**src/core/csbse_pkg.sv**
```systemverilog
// Constants and types of the stack, branch and skip execution unit
// Behaviour
// - Status push: status at top-1, zero byte at top-2, top drops two
// - Pair push: high byte at top-1, low byte at top-2, top drops two
// - Pair pop low from top, high from top+1; status pop from top+1; top rises two
// - Stack top loads from immediate or accumulator pair, copies out, adds/subtracts byte
// - Relative jumps: counter plus length plus signed 8- or 16-bit offset
// - Pair jump uses code bank and accumulator pair; 16-bit absolute clears upper bits
// - Carry branches take length 2 plus 8-bit offset on carry set or clear
// - Null branches take length 2 relative target on zero flag set or clear
// - Higher branch length 3, taken when zero OR carry is 0; inverse when 1
// - Bit-true branch tests one bit of six operand forms, length 4 or 3
// - Bit-false branch has same forms, taken when tested bit is 0
// - Test-clear branch taken on bit 1 and clears that bit, flags included
// - Clocks fail/hold: 2/4 flags, 3/5 bits, 4/6 banked memory bits
// - Pointer bits in code flash take 6/7, banked pointer bits 7/8, except test-clear
// - Fetch from internal RAM takes four times clocks plus 6
// - Carry skips suppress the next instruction on carry 1 or 0, one clock
// - Null skips suppress the next instruction on zero flag 1 or 0
// - Higher skip on zero OR carry 0, not-higher skip on 1
// - Unmask and mask set or clear the interrupt gate, 4 clocks, 3 bytes
package csbse_pkg;
	// APB register offsets
	localparam logic [7:0] OFF_CMD    = 8'h00;
	localparam logic [7:0] OFF_OPND   = 8'h04;
	localparam logic [7:0] OFF_PC     = 8'h08;
	localparam logic [7:0] OFF_STACK  = 8'h0c;
	localparam logic [7:0] OFF_STATUS = 8'h10;
	localparam logic [7:0] OFF_PAIR0  = 8'h14;
	localparam logic [7:0] OFF_PAIR3  = 8'h20;
	localparam logic [7:0] OFF_BANKS  = 8'h24;
	localparam logic [7:0] OFF_STATE  = 8'h28;
	localparam logic [7:0] OFF_CYCLES = 8'h2c;
	// Reset values
	localparam logic [19:0] PC_RST     = 20'h00000;
	localparam logic [15:0] STACK_RST  = 16'h0000;
	localparam logic [7:0]  STATUS_RST = 8'h00;
	// Status byte field positions
	localparam logic [2:0] FLAG_CARRY = 3'h0;
	localparam logic [2:0] FLAG_NULL  = 3'h6;
	localparam logic [2:0] FLAG_GATE  = 3'h7;
	// Address space
	localparam logic [3:0]  STACK_PAGE = 4'hf;
	localparam logic [3:0]  PTR_PAGE   = 4'hf;
	localparam logic [19:0] SADDR_BASE = 20'hffe20;
	localparam logic [19:0] SFR_BASE   = 20'hfff00;
	localparam logic [1:0]  PAIR_ACC   = 2'h0;
	localparam logic [1:0]  PAIR_PTR   = 2'h3;
	// Clock counts
	localparam logic [5:0] CLK_1 = 6'h01;
	localparam logic [5:0] CLK_2 = 6'h02;
	localparam logic [5:0] CLK_3 = 6'h03;
	localparam logic [5:0] CLK_4 = 6'h04;
	localparam logic [5:0] CLK_5 = 6'h05;
	localparam logic [5:0] CLK_6 = 6'h06;
	localparam logic [5:0] CLK_7 = 6'h07;
	localparam logic [5:0] CLK_8 = 6'h08;
	localparam logic [7:0] RAM_FACTOR = 8'h04;
	localparam logic [7:0] RAM_EXTRA  = 8'h06;

	typedef enum logic [5:0] {
		OP_NOP = 6'h00, OP_PUSH_STATUS = 6'h01, OP_PUSH_PAIR = 6'h02, OP_POP_STATUS = 6'h03,
		OP_POP_PAIR = 6'h04, OP_LOAD_STACK_IMM = 6'h05, OP_LOAD_STACK_ACC = 6'h06,
		OP_COPY_STACK = 6'h07, OP_ADD_STACK = 6'h08, OP_SUB_STACK = 6'h09,
		OP_JUMP_PAIR = 6'h0a, OP_JUMP_REL8 = 6'h0b, OP_JUMP_REL16 = 6'h0c,
		OP_JUMP_ABS16 = 6'h0d, OP_JUMP_ABS20 = 6'h0e,
		OP_BRANCH_ON_CARRY = 6'h0f, OP_BRANCH_NO_CARRY = 6'h10, OP_BRANCH_ON_NULL = 6'h11,
		OP_BRANCH_NOT_NULL = 6'h12, OP_BRANCH_HIGHER = 6'h13, OP_BRANCH_NOT_HIGHER = 6'h14,
		OP_BRANCH_BIT_TRUE = 6'h15, OP_BRANCH_BIT_FALSE = 6'h16, OP_TEST_CLEAR = 6'h17,
		OP_SKIP_ON_CARRY = 6'h18, OP_SKIP_NO_CARRY = 6'h19, OP_SKIP_ON_NULL = 6'h1a,
		OP_SKIP_NOT_NULL = 6'h1b, OP_SKIP_HIGHER = 6'h1c, OP_SKIP_NOT_HIGHER = 6'h1d,
		OP_INTERRUPT_UNMASK = 6'h1e, OP_INTERRUPT_MASK_SET = 6'h1f, OP_HALT = 6'h20,
		OP_STOP = 6'h21
	} csbse_op_e;

	typedef enum logic [2:0] {
		FORM_SADDR = 3'h0, FORM_SFR = 3'h1, FORM_ACC = 3'h2, FORM_STATUS = 3'h3,
		FORM_PTR = 3'h4, FORM_BANKPTR = 3'h5
	} csbse_form_e;

	typedef enum logic [3:0] {
		ST_IDLE = 4'h1, ST_MEM = 4'h2, ST_EXEC = 4'h4, ST_WAIT = 4'h8
	} csbse_state_e;

	typedef struct packed {
		logic        psel;
		logic        penable;
		logic        pwrite;
		logic [7:0]  paddr;
		logic [31:0] pwdata;
	} csbse_apb_req_s;

	typedef struct packed {
		logic        pready;
		logic        pslverr;
		logic [31:0] prdata;
	} csbse_apb_rsp_s;

	typedef struct packed {
		logic        req;
		logic        we;
		logic [19:0] addr;
		logic [7:0]  wdata;
	} csbse_mem_s;
endpackage

```
**src/core/csbse_core.sv**
```systemverilog
// Stack, branch, skip and CPU control execution unit behind an APB slave
`timescale 1ns/1ps
module csbse_core #(
	parameter logic [19:0] FLASH_LIMIT = 20'h10000
) (
	// Clock and reset
	input  wire logic                      ref_clk,
	input  wire logic                      rst,
	// APB slave
	input  wire csbse_pkg::csbse_apb_req_s apb_req,
	output csbse_pkg::csbse_apb_rsp_s      apb_rsp,
	// Fetch source and wake
	input  wire logic                      fetch_from_ram,
	input  wire logic                      wake,
	// Data memory byte port
	output csbse_pkg::csbse_mem_s          mem,
	input  wire logic                      mem_ack,
	input  wire logic [7:0]                mem_rdata,
	// Core state
	output logic                           busy,
	output logic                           halt_mode,
	output logic                           stop_mode
);
	csbse_pkg::csbse_state_e state_ff;
	csbse_pkg::csbse_op_e    op;
	csbse_pkg::csbse_form_e  form;
	logic [13:0] cmd_ff;
	logic [19:0] opnd_ff;
	logic [19:0] pc_ff;
	logic [15:0] stack_ff;
	logic [7:0]  status_ff;
	logic [15:0] pair_ff [4];
	logic [3:0]  bank_ff;
	logic [3:0]  code_bank_ff;
	logic        skip_ff;
	logic        nul_ff;
	logic        ram_ff;
	logic        step_ff;
	logic [7:0]  rd_ff [2];
	logic [7:0]  cyc_ff;
	logic [7:0]  tgt_ff;
	logic [7:0]  last_cyc_ff;
	logic [2:0]  bitsel;
	logic [1:0]  rsel;
	logic [2:0]  len;
	logic [5:0]  clk_fail;
	logic [5:0]  clk_take;
	logic [1:0]  n_acc;
	logic        cond;
	logic        mem_form;
	logic [19:0] bit_addr;
	logic [7:0]  bit_byte;
	logic        tbit;
	logic        fz;
	logic        fc;
	logic [19:0] nxt_pc;
	logic [7:0]  tgt;
	logic [5:0]  base;
	logic        acc_we;
	logic [19:0] acc_addr;
	logic [7:0]  acc_wdata;
	logic        acc_last;
	logic        fin;
	logic        hit;
	logic        wr_err;
	logic [31:0] rdata;
	logic [7:0]  pofs;
	logic        acc_done;
	logic        wr_ok;
	logic        launch;
	logic        launch_mem;

	assign op     = csbse_pkg::csbse_op_e'(cmd_ff[5:0]);
	assign bitsel = cmd_ff[8:6];
	assign form   = csbse_pkg::csbse_form_e'(cmd_ff[11:9]);
	assign rsel   = cmd_ff[13:12];
	assign fz     = status_ff[csbse_pkg::FLAG_NULL];
	assign fc     = status_ff[csbse_pkg::FLAG_CARRY];

	// Bit operand location and value
	always_comb begin
		mem_form = (form != csbse_pkg::FORM_ACC) && (form != csbse_pkg::FORM_STATUS);
		if (form == csbse_pkg::FORM_SADDR) begin
			bit_addr = csbse_pkg::SADDR_BASE + {12'h000, opnd_ff[15:8]};
		end else if (form == csbse_pkg::FORM_SFR) begin
			bit_addr = csbse_pkg::SFR_BASE + {12'h000, opnd_ff[15:8]};
		end else if (form == csbse_pkg::FORM_BANKPTR) begin
			bit_addr = {bank_ff, pair_ff[csbse_pkg::PAIR_PTR]};
		end else begin
			bit_addr = {csbse_pkg::PTR_PAGE, pair_ff[csbse_pkg::PAIR_PTR]};
		end
		if (mem_form) begin
			bit_byte = rd_ff[0];
		end else if (form == csbse_pkg::FORM_ACC) begin
			bit_byte = pair_ff[csbse_pkg::PAIR_ACC][15:8];
		end else begin
			bit_byte = status_ff;
		end
		tbit = bit_byte[bitsel];
	end

	// Length, clock counts and condition per operation
	always_comb begin
		len = 3'h1;
		clk_fail = csbse_pkg::CLK_1;
		clk_take = csbse_pkg::CLK_1;
		n_acc = 2'h0;
		cond = 1'b0;
		case (op)
			csbse_pkg::OP_PUSH_STATUS: begin len = 3'h2; clk_fail = csbse_pkg::CLK_2; n_acc = 2'h2; end
			csbse_pkg::OP_PUSH_PAIR: begin clk_fail = csbse_pkg::CLK_2; n_acc = 2'h2; end
			csbse_pkg::OP_POP_STATUS: begin len = 3'h2; clk_fail = csbse_pkg::CLK_4; n_acc = 2'h1; end
			csbse_pkg::OP_POP_PAIR: begin clk_fail = csbse_pkg::CLK_2; n_acc = 2'h2; end
			csbse_pkg::OP_LOAD_STACK_IMM: begin len = 3'h4; clk_fail = csbse_pkg::CLK_2; end
			csbse_pkg::OP_COPY_STACK: begin
				len = (rsel == csbse_pkg::PAIR_ACC) ? 3'h2 : 3'h3;
				clk_fail = csbse_pkg::CLK_2;
			end
			csbse_pkg::OP_LOAD_STACK_ACC, csbse_pkg::OP_ADD_STACK, csbse_pkg::OP_SUB_STACK: begin
				len = 3'h2;
				clk_fail = csbse_pkg::CLK_2;
			end
			csbse_pkg::OP_JUMP_PAIR, csbse_pkg::OP_JUMP_REL8: begin len = 3'h2; clk_fail = csbse_pkg::CLK_3; end
			csbse_pkg::OP_JUMP_REL16, csbse_pkg::OP_JUMP_ABS16: begin len = 3'h3; clk_fail = csbse_pkg::CLK_3; end
			csbse_pkg::OP_JUMP_ABS20: begin len = 3'h4; clk_fail = csbse_pkg::CLK_3; end
			csbse_pkg::OP_BRANCH_ON_CARRY, csbse_pkg::OP_BRANCH_NO_CARRY: begin
				len = 3'h2;
				cond = fc ^ (op == csbse_pkg::OP_BRANCH_NO_CARRY);
			end
			csbse_pkg::OP_BRANCH_ON_NULL, csbse_pkg::OP_BRANCH_NOT_NULL: begin
				len = 3'h2;
				cond = fz ^ (op == csbse_pkg::OP_BRANCH_NOT_NULL);
			end
			csbse_pkg::OP_BRANCH_HIGHER, csbse_pkg::OP_BRANCH_NOT_HIGHER: begin
				len = 3'h3;
				cond = (fz | fc) ^ (op == csbse_pkg::OP_BRANCH_HIGHER);
			end
			csbse_pkg::OP_BRANCH_BIT_TRUE, csbse_pkg::OP_BRANCH_BIT_FALSE, csbse_pkg::OP_TEST_CLEAR: begin
				len = (form == csbse_pkg::FORM_ACC || form == csbse_pkg::FORM_PTR) ? 3'h3 : 3'h4;
				cond = tbit ^ (op == csbse_pkg::OP_BRANCH_BIT_FALSE);
				n_acc = mem_form ? 2'h1 : 2'h0;
			end
			csbse_pkg::OP_SKIP_ON_CARRY, csbse_pkg::OP_SKIP_NO_CARRY: begin
				len = 3'h2;
				cond = fc ^ (op == csbse_pkg::OP_SKIP_NO_CARRY);
			end
			csbse_pkg::OP_SKIP_ON_NULL, csbse_pkg::OP_SKIP_NOT_NULL: begin
				len = 3'h2;
				cond = fz ^ (op == csbse_pkg::OP_SKIP_NOT_NULL);
			end
			csbse_pkg::OP_SKIP_HIGHER, csbse_pkg::OP_SKIP_NOT_HIGHER: begin
				len = 3'h2;
				cond = (fz | fc) ^ (op == csbse_pkg::OP_SKIP_HIGHER);
			end
			csbse_pkg::OP_INTERRUPT_UNMASK, csbse_pkg::OP_INTERRUPT_MASK_SET: begin
				len = 3'h3;
				clk_fail = csbse_pkg::CLK_4;
			end
			csbse_pkg::OP_HALT, csbse_pkg::OP_STOP: begin len = 3'h2; clk_fail = csbse_pkg::CLK_3; end
			default: begin end
		endcase
		clk_take = clk_fail;
		if (op >= csbse_pkg::OP_BRANCH_ON_CARRY && op <= csbse_pkg::OP_BRANCH_NOT_HIGHER) begin
			clk_fail = csbse_pkg::CLK_2;
			clk_take = csbse_pkg::CLK_4;
		end else if (op >= csbse_pkg::OP_BRANCH_BIT_TRUE && op <= csbse_pkg::OP_TEST_CLEAR) begin
			clk_fail = (form == csbse_pkg::FORM_BANKPTR) ? csbse_pkg::CLK_4 : csbse_pkg::CLK_3;
			clk_take = (form == csbse_pkg::FORM_BANKPTR) ? csbse_pkg::CLK_6 : csbse_pkg::CLK_5;
			if (op != csbse_pkg::OP_TEST_CLEAR && bit_addr < FLASH_LIMIT &&
			    (form == csbse_pkg::FORM_PTR || form == csbse_pkg::FORM_BANKPTR)) begin
				clk_fail = (form == csbse_pkg::FORM_BANKPTR) ? csbse_pkg::CLK_7 : csbse_pkg::CLK_6;
				clk_take = (form == csbse_pkg::FORM_BANKPTR) ? csbse_pkg::CLK_8 : csbse_pkg::CLK_7;
			end
		end
		base = cond ? clk_take : clk_fail;
		if (nul_ff) begin
			tgt = 8'h01;
		end else if (ram_ff) begin
			tgt = {2'h0, base} * csbse_pkg::RAM_FACTOR + csbse_pkg::RAM_EXTRA;
		end else begin
			tgt = {2'h0, base};
		end
	end

	// Next program counter
	always_comb begin
		nxt_pc = pc_ff + {17'h00000, len};
		if (!nul_ff) begin
			case (op)
				csbse_pkg::OP_JUMP_PAIR: nxt_pc = {code_bank_ff, pair_ff[csbse_pkg::PAIR_ACC]};
				csbse_pkg::OP_JUMP_ABS16: nxt_pc = {4'h0, opnd_ff[15:0]};
				csbse_pkg::OP_JUMP_ABS20: nxt_pc = opnd_ff;
				csbse_pkg::OP_JUMP_REL8: nxt_pc = nxt_pc + {{12{opnd_ff[7]}}, opnd_ff[7:0]};
				csbse_pkg::OP_JUMP_REL16: nxt_pc = nxt_pc + {{4{opnd_ff[15]}}, opnd_ff[15:0]};
				default: begin
					if (cond && op >= csbse_pkg::OP_BRANCH_ON_CARRY && op <= csbse_pkg::OP_TEST_CLEAR) begin
						nxt_pc = nxt_pc + {{12{opnd_ff[7]}}, opnd_ff[7:0]};
					end
				end
			endcase
		end
	end

	// Memory access of the current step
	always_comb begin
		acc_we = 1'b0;
		acc_addr = bit_addr;
		acc_wdata = rd_ff[0] & ~(8'h01 << bitsel);
		case (op)
			csbse_pkg::OP_PUSH_STATUS: begin
				acc_we = 1'b1;
				acc_addr = {csbse_pkg::STACK_PAGE, stack_ff - (step_ff ? 16'h0002 : 16'h0001)};
				acc_wdata = step_ff ? 8'h00 : status_ff;
			end
			csbse_pkg::OP_PUSH_PAIR: begin
				acc_we = 1'b1;
				acc_addr = {csbse_pkg::STACK_PAGE, stack_ff - (step_ff ? 16'h0002 : 16'h0001)};
				acc_wdata = step_ff ? pair_ff[rsel][7:0] : pair_ff[rsel][15:8];
			end
			csbse_pkg::OP_POP_STATUS: acc_addr = {csbse_pkg::STACK_PAGE, stack_ff + 16'h0001};
			csbse_pkg::OP_POP_PAIR: acc_addr = {csbse_pkg::STACK_PAGE, stack_ff + {15'h0000, step_ff}};
			csbse_pkg::OP_TEST_CLEAR: acc_we = step_ff;
			default: begin end
		endcase
		acc_last = step_ff || (n_acc == 2'h1 && !(op == csbse_pkg::OP_TEST_CLEAR && mem_rdata[bitsel]));
	end

	assign fin = (state_ff == csbse_pkg::ST_EXEC && cyc_ff >= tgt) || (state_ff == csbse_pkg::ST_WAIT && cyc_ff >= tgt_ff);

	// Sequencer
	always_ff @(posedge ref_clk) begin
		if (rst) begin
			state_ff <= csbse_pkg::ST_IDLE;
			step_ff <= 1'b0;
			mem <= '0;
			rd_ff[0] <= 8'h00;
			rd_ff[1] <= 8'h00;
			nul_ff <= 1'b0;
			ram_ff <= 1'b0;
			tgt_ff <= 8'h00;
		end else begin
			case (state_ff)
				csbse_pkg::ST_IDLE: begin
					if (launch) begin
						step_ff <= 1'b0;
						nul_ff <= skip_ff;
						ram_ff <= fetch_from_ram;
						state_ff <= csbse_pkg::ST_EXEC;
						if (!skip_ff && launch_mem) begin
							state_ff <= csbse_pkg::ST_MEM;
						end
					end
				end
				csbse_pkg::ST_MEM: begin
					if (!mem.req) begin
						mem <= '{req: 1'b1, we: acc_we, addr: acc_addr, wdata: acc_wdata};
					end else if (mem_ack) begin
						mem.req <= 1'b0;
						rd_ff[step_ff] <= mem_rdata;
						step_ff <= 1'b1;
						if (acc_last) begin
							state_ff <= csbse_pkg::ST_EXEC;
						end
					end
				end
				csbse_pkg::ST_EXEC: begin
					tgt_ff <= tgt;
					state_ff <= fin ? csbse_pkg::ST_IDLE : csbse_pkg::ST_WAIT;
				end
				csbse_pkg::ST_WAIT: begin
					if (fin) begin
						state_ff <= csbse_pkg::ST_IDLE;
					end
				end
				default: state_ff <= csbse_pkg::ST_IDLE;
			endcase
		end
	end

	// Cycle counting and core state outputs
	always_ff @(posedge ref_clk) begin
		if (rst) begin
			cyc_ff <= 8'h00;
			last_cyc_ff <= 8'h00;
			busy <= 1'b0;
			halt_mode <= 1'b0;
			stop_mode <= 1'b0;
			skip_ff <= 1'b0;
		end else begin
			if (launch) begin
				cyc_ff <= 8'h01;
			end else if (cyc_ff != 8'hff) begin
				cyc_ff <= cyc_ff + 8'h01;
			end
			busy <= launch || (busy && !fin);
			if (fin) begin
				last_cyc_ff <= cyc_ff;
			end
			// Entry wins over a wake in the same cycle
			if (wake) begin
				halt_mode <= 1'b0;
				stop_mode <= 1'b0;
			end
			// low power after the last clock
			if (fin && !nul_ff && op == csbse_pkg::OP_HALT) begin
				halt_mode <= 1'b1;
			end
			if (fin && !nul_ff && op == csbse_pkg::OP_STOP) begin
				stop_mode <= 1'b1;
			end
			if (state_ff == csbse_pkg::ST_EXEC) begin
				skip_ff <= !nul_ff && cond && op >= csbse_pkg::OP_SKIP_ON_CARRY && op <= csbse_pkg::OP_SKIP_NOT_HIGHER;
			end
		end
	end

	// Architectural state
	always_ff @(posedge ref_clk) begin
		if (rst) begin
			pc_ff <= csbse_pkg::PC_RST;
			stack_ff <= csbse_pkg::STACK_RST;
			status_ff <= csbse_pkg::STATUS_RST;
			bank_ff <= 4'h0;
			code_bank_ff <= 4'h0;
			for (int i = 0; i < 4; i++) begin
				pair_ff[i] <= 16'h0000;
			end
		end else if (wr_ok) begin
			if (apb_req.paddr == csbse_pkg::OFF_PC) begin
				pc_ff <= apb_req.pwdata[19:0];
			end else if (apb_req.paddr == csbse_pkg::OFF_STACK) begin
				stack_ff <= apb_req.pwdata[15:0];
			end else if (apb_req.paddr == csbse_pkg::OFF_STATUS) begin
				status_ff <= apb_req.pwdata[7:0];
			end else if (apb_req.paddr == csbse_pkg::OFF_BANKS) begin
				bank_ff <= apb_req.pwdata[3:0];
				code_bank_ff <= apb_req.pwdata[11:8];
			end else if (hit && pofs[7:4] == 4'h0 && apb_req.paddr <= csbse_pkg::OFF_PAIR3) begin
				pair_ff[pofs[3:2]] <= apb_req.pwdata[15:0];
			end
		end else if (state_ff == csbse_pkg::ST_EXEC) begin
			pc_ff <= nxt_pc;
			if (!nul_ff) begin
				case (op)
					csbse_pkg::OP_PUSH_STATUS, csbse_pkg::OP_PUSH_PAIR: stack_ff <= stack_ff - 16'h0002;
					csbse_pkg::OP_POP_STATUS: begin
						status_ff <= rd_ff[0];
						stack_ff <= stack_ff + 16'h0002;
					end
					csbse_pkg::OP_POP_PAIR: begin
						pair_ff[rsel] <= {rd_ff[1], rd_ff[0]};
						stack_ff <= stack_ff + 16'h0002;
					end
					csbse_pkg::OP_LOAD_STACK_IMM: stack_ff <= opnd_ff[15:0];
					csbse_pkg::OP_LOAD_STACK_ACC: stack_ff <= pair_ff[csbse_pkg::PAIR_ACC];
					csbse_pkg::OP_COPY_STACK: pair_ff[rsel] <= stack_ff;
					csbse_pkg::OP_ADD_STACK: stack_ff <= stack_ff + {8'h00, opnd_ff[7:0]};
					csbse_pkg::OP_SUB_STACK: stack_ff <= stack_ff - {8'h00, opnd_ff[7:0]};
					csbse_pkg::OP_TEST_CLEAR: begin
						if (tbit && form == csbse_pkg::FORM_STATUS) begin
							status_ff[bitsel] <= 1'b0;
						end else if (tbit && form == csbse_pkg::FORM_ACC) begin
							pair_ff[csbse_pkg::PAIR_ACC][{1'b1, bitsel}] <= 1'b0;
						end
					end
					csbse_pkg::OP_INTERRUPT_UNMASK: status_ff[csbse_pkg::FLAG_GATE] <= 1'b1;
					csbse_pkg::OP_INTERRUPT_MASK_SET: status_ff[csbse_pkg::FLAG_GATE] <= 1'b0;
					default: begin end
				endcase
			end
		end
	end

	// APB decode
	always_comb begin
		hit = 1'b1;
		wr_err = busy;
		rdata = 32'h00000000;
		pofs = apb_req.paddr - csbse_pkg::OFF_PAIR0;
		if (apb_req.paddr == csbse_pkg::OFF_CMD) begin
			rdata = {18'h00000, cmd_ff};
			wr_err = busy || halt_mode || stop_mode;
		end else if (apb_req.paddr == csbse_pkg::OFF_OPND) begin
			rdata = {12'h000, opnd_ff};
		end else if (apb_req.paddr == csbse_pkg::OFF_PC) begin
			rdata = {12'h000, pc_ff};
		end else if (apb_req.paddr == csbse_pkg::OFF_STACK) begin
			rdata = {16'h0000, stack_ff};
		end else if (apb_req.paddr == csbse_pkg::OFF_STATUS) begin
			rdata = {24'h000000, status_ff};
		end else if (apb_req.paddr >= csbse_pkg::OFF_PAIR0 && apb_req.paddr <= csbse_pkg::OFF_PAIR3 &&
		             apb_req.paddr[1:0] == 2'h0) begin
			rdata = {16'h0000, pair_ff[pofs[3:2]]};
		end else if (apb_req.paddr == csbse_pkg::OFF_BANKS) begin
			rdata = {20'h00000, code_bank_ff, 4'h0, bank_ff};
		end else if (apb_req.paddr == csbse_pkg::OFF_STATE) begin
			rdata = {27'h0000000, ram_ff, stop_mode, halt_mode, skip_ff, busy};
			wr_err = 1'b1;
		end else if (apb_req.paddr == csbse_pkg::OFF_CYCLES) begin
			rdata = {24'h000000, last_cyc_ff};
			wr_err = 1'b1;
		end else begin
			hit = 1'b0;
		end
	end

	assign acc_done = apb_req.psel && apb_req.penable && apb_rsp.pready;
	assign wr_ok    = acc_done && apb_req.pwrite && !apb_rsp.pslverr;
	assign launch   = wr_ok && apb_req.paddr == csbse_pkg::OFF_CMD;
	// Taken from the incoming word, cmd_ff still holds the last command at launch
	assign launch_mem = (apb_req.pwdata[5:0] >= csbse_pkg::OP_PUSH_STATUS &&
	                     apb_req.pwdata[5:0] <= csbse_pkg::OP_POP_PAIR) ||
	                    (apb_req.pwdata[5:0] >= csbse_pkg::OP_BRANCH_BIT_TRUE &&
	                     apb_req.pwdata[5:0] <= csbse_pkg::OP_TEST_CLEAR &&
	                     apb_req.pwdata[11:9] != csbse_pkg::FORM_ACC &&
	                     apb_req.pwdata[11:9] != csbse_pkg::FORM_STATUS);

	// APB response, one wait state
	always_ff @(posedge ref_clk) begin
		if (rst) begin
			apb_rsp <= '0;
		end else begin
			apb_rsp.pready <= apb_req.psel && apb_req.penable && !apb_rsp.pready;
			if (apb_req.psel && apb_req.penable && !apb_rsp.pready) begin
				apb_rsp.prdata <= apb_req.pwrite ? 32'h00000000 : rdata;
				apb_rsp.pslverr <= !hit || (apb_req.pwrite && wr_err);
			end
		end
	end

	// Command and operand registers
	always_ff @(posedge ref_clk) begin
		if (rst) begin
			cmd_ff <= 14'h0000;
			opnd_ff <= 20'h00000;
		end else if (wr_ok && apb_req.paddr == csbse_pkg::OFF_CMD) begin
			cmd_ff <= apb_req.pwdata[13:0];
		end else if (wr_ok && apb_req.paddr == csbse_pkg::OFF_OPND) begin
			opnd_ff <= apb_req.pwdata[19:0];
		end
	end
endmodule

```
**config.mk**
```make
export PLATFORM = sky130hd
export DESIGN_NAME = csbse_core
export DESIGN_NICKNAME = d
export VERILOG_FILES = /design/src/core/csbse_pkg.sv /design/src/core/csbse_core.sv
export SDC_FILE = /design/constraint.sdc
export NUM_CORES = 1
export LEC_CHECK = 0
export BUFFER_PORTS_ARGS = -buffer_cell sky130_fd_sc_hd__buf_2
export CORE_UTILIZATION = 45
export DETAILED_ROUTE_END_ITERATION = 10
export GPL_TIMING_DRIVEN = 0
export SYNTH_ARGS = -nofsm -noshare
export SYNTH_HDL_FRONTEND = slang
export SYNTH_SLANG_ARGS = --single-unit
```
**constraint.sdc**
```tcl
create_clock -name ref_clk -period 7.15 [get_ports ref_clk]
set_clock_uncertainty 0.15 [all_clocks]
set_input_delay 0.715 -clock ref_clk [delete_from_list [all_inputs] [get_ports ref_clk]]
set_output_delay 0.715 -clock ref_clk [all_outputs]
set_load 0.01 [all_outputs]
```
==> impl_metrics.yaml <==
global_routing:
  antenna_found_initial: 3
  grt_pass1_wl_um: 134000
  track_usage: 0.422
  first_global_vias: 19400
  grt.overflow.total: 0
  grt_max_degree: 21
routing:
  first_pass_iters: 7
  viasPerCell: 6.79
  drt_wl_total_um: 95200
  ant_nets: 0
  drc: 0
  wl_per_cell_um: 30.5
  drtIter0Drc: 2577
  vias: 21200
logic_synthesis:
  synthFlopType: "dfxtp_1"
  synth_top_area_share: 0.180
  ys_warn_count: 0
  synth-seq-cells: 254
  yosysSeqAreaShare: 0.305
  synth_area_per_cell_um2: 8.00
  yosys.area.top_type: "dfxtp_1"
  synth_area_mm2: 0.0193
  synthTopCellsByArea: "dfxtp_1, edfxtp_1, nand2_1"
  synth_edf_count: 80
  async_flop_share: 0
  yosys.cell_types.count: 98
  netlist_instances: 2415
clock_tree:
  cts_buffer_depth: 3
  clk_latency_ps: 620
  clock-root-buffer: "clkbuf_16"
  cts.sinks: 254
  cts_buffers: 31
  htree_levels: 1
  tritoncts: "yes"
  cts_setup_buffers: 0
  clkSlewWorstSetupHoldPaths_ps: 60
hold_path:
  hold_class: "in2reg"
  hold_start: "apb_req[18]"
sta:
  maxSlewHeadroom: 0.199
  period_minus_slack_ps: 6930
  hold_violations: 0
  rsz0062_at_grt: "false"
  tns_ps: 0
  tightestPinTransition_ps: 1200
  slew_violations: 0
  setup_viol: 0
  fmax_mhz: 144
  fin_crit_sh: 0.970
layout:
  finish.utilization: 0.514
  final_cell_mix: "nand2_1, nor2_1, a21oi_1"
  final_nets: 2707
  area_delta_synth_final_pct: 12.2
  final_cell_count_no_fill: 3121
  drive_gt1_frac: 0.111
  fill_cells: 4158
  layout_commonest_cell: "nand2_1"
place:
  io_buffers: 94
  routabilityCongestion: 1.06
  hpwl_um: 74500
  dp.cells: 3060
worst_setup_path:
  timing.rr.start: "cmd_ff[2]"
  end_kind: "register"
  crit_buf_inv: 3
  arrival_ps: 7240
  r2r_slack_ps: 220
  startpoint: "cmd_ff[2]"
  cp_cell_sequence: "clkbuf_1, clkbuf_1, nand2b_1, nor3_4, a221o_1, ha_1, a21o_1, a21oi_1, nor2_1, and4_1, xor2_1, ha_1, clkbuf_1, nand2_1, o21ai_0, a311oi_1, o41ai_2, a311oi_1, a211oi_1, a2111oi_0, o41ai_1"
  path_common_cell: "clkbuf_1"
  slowest_delay_ps: 730
  crit_path_top_delay_cell: "a2111oi_0"
  required_ps: 7460
  critPathKind: "reg2reg"
  cpLargestDelayFamily: "compound AO/OA/AOI/OAI gates"
  worst-path-max-fanout: 10
  start_kind: "register"
die:
  core_area_mm2: 0.0421
  die_area_mm2: 0.0438
  initial_utilization: 0.459
  die_h_um: 209
  die_w_um: 209
  boundaryPins: 123
  rows: 75
pwr:
  leakage_nw: 8.25
  total_power_mw: 3.65
  max-vdd-ir-drop_v: 0.000195
  power_density_mw_per_mm2: 168
flow_run:
  max_cap_violations: 0
outcome:
  status: "completed"
## power by group
part | switching [mW] | internal (mW) | total [mW]
Clock | 0.710 | 1.01 | 1.72
Combinational | 0.233 | 0.119 | 0.352
Sequential | 0.0513 | 1.52 | 1.58
Total | 0.994 | 2.65 | 3.65
## routing by layer
layer,wire length (um),vias to the layer above,part of all wire,global-route usage
met5,13,-,0.00014,0.00779
met2,40500,1457,0.42,0.644
met3,10700,377,0.11,0.0882
met4,7470,2,0.078,0.267
met1,36600,10100,0.38,0.543
li1,-,9244,-,-
## worst paths after layout
check / endpoint / cells after the start
hold reg to reg: tgt_ff[6] / 2
hold / removal: opnd_ff[18] / 3
setup / recovery: pc_ff[16] / 21
setup reg to reg: pc_ff[16] / 21
## layout make-up
cell class | count | area, um2 | share of cell area
multi-input cells | 1928 | 12500 | 0.577
flip-flops and latches | 254 | 5890 | 0.272
clock buffers | 42 | 917 | 0.0423
plain buffers | 178 | 758 | 0.0350
well taps | 539 | 674 | 0.0311
repair buffers | 96 | 483 | 0.0223
inverters | 66 | 248 | 0.0114
clock inverters | 16 | 190 | 0.00877
diodes | 2 | 5.00 | 0.000231
## sequential cells by signal (all words and copies together), names as in the netlist, 4 cells and up, named ones only
| signal | cells |
|---|---|
| pair_ff | 64 |
| mem | 30 |
| apb_rsp | 22 |
| opnd_ff | 20 |
| pc_ff | 20 |
| rd_ff | 16 |
| stack_ff | 16 |
| cmd_ff | 14 |
| cyc_ff | 8 |
| last_cyc_ff | 8 |
| status_ff | 8 |
| tgt_ff | 7 |
| bank_ff | 4 |
| code_bank_ff | 4 |
| state_ff | 4 |
## tightest hold or removal path: stages
cell and delay (ps):
buf_2 110, nand2_1 50, a21oi_1 50
## through the flow
stage	hold WS [ps]	area (um2)	worst slack, ps
after floorplan	278	19400	1760
after global placement	290	20500	-188
after detailed placement	296	20500	-191
after CTS	205	21600	154
after global routing	230	21700	33.2
final	217	21700	218
## synth_stat cells, types with 55 or more instances
cell and number:
clkbuf_1 127, nand2_1 338, ha_1 91, nor3_1 69, inv_1 65, nor2_1 235
edfxtp_1 80, xnor2_1 55, a21oi_1 215, o21ai_0 127, dfxtp_1 174, nand3_1 80
## cell families (layout without fill, tap and decap cells)
| logic type | after synthesis | count (layout) | share of synthesized area |
|---|---|---|---|
| xor gates and xnor gates | 92 | 92 | 0.0417 |
| DFF | 254 | 254 | 0.305 |
| and+or+nand+nor | 916 | 916 | 0.217 |
| adders and majority gates | 96 | 96 | 0.0641 |
| other | 2 | 15 | 0.000389 |
| buffers and inverters | 244 | 398 | 0.0521 |
| muxes | 77 | 77 | 0.0634 |
| AOI/OAI and AO/OA | 734 | 734 | 0.256 |
## timing repair
action	in CTS	in global routing
hold buffers	0	0
endpoints found under the setup margin	2	2
resized for setup	1	5
No activity file was read; power rests on OpenSTA's default activity.
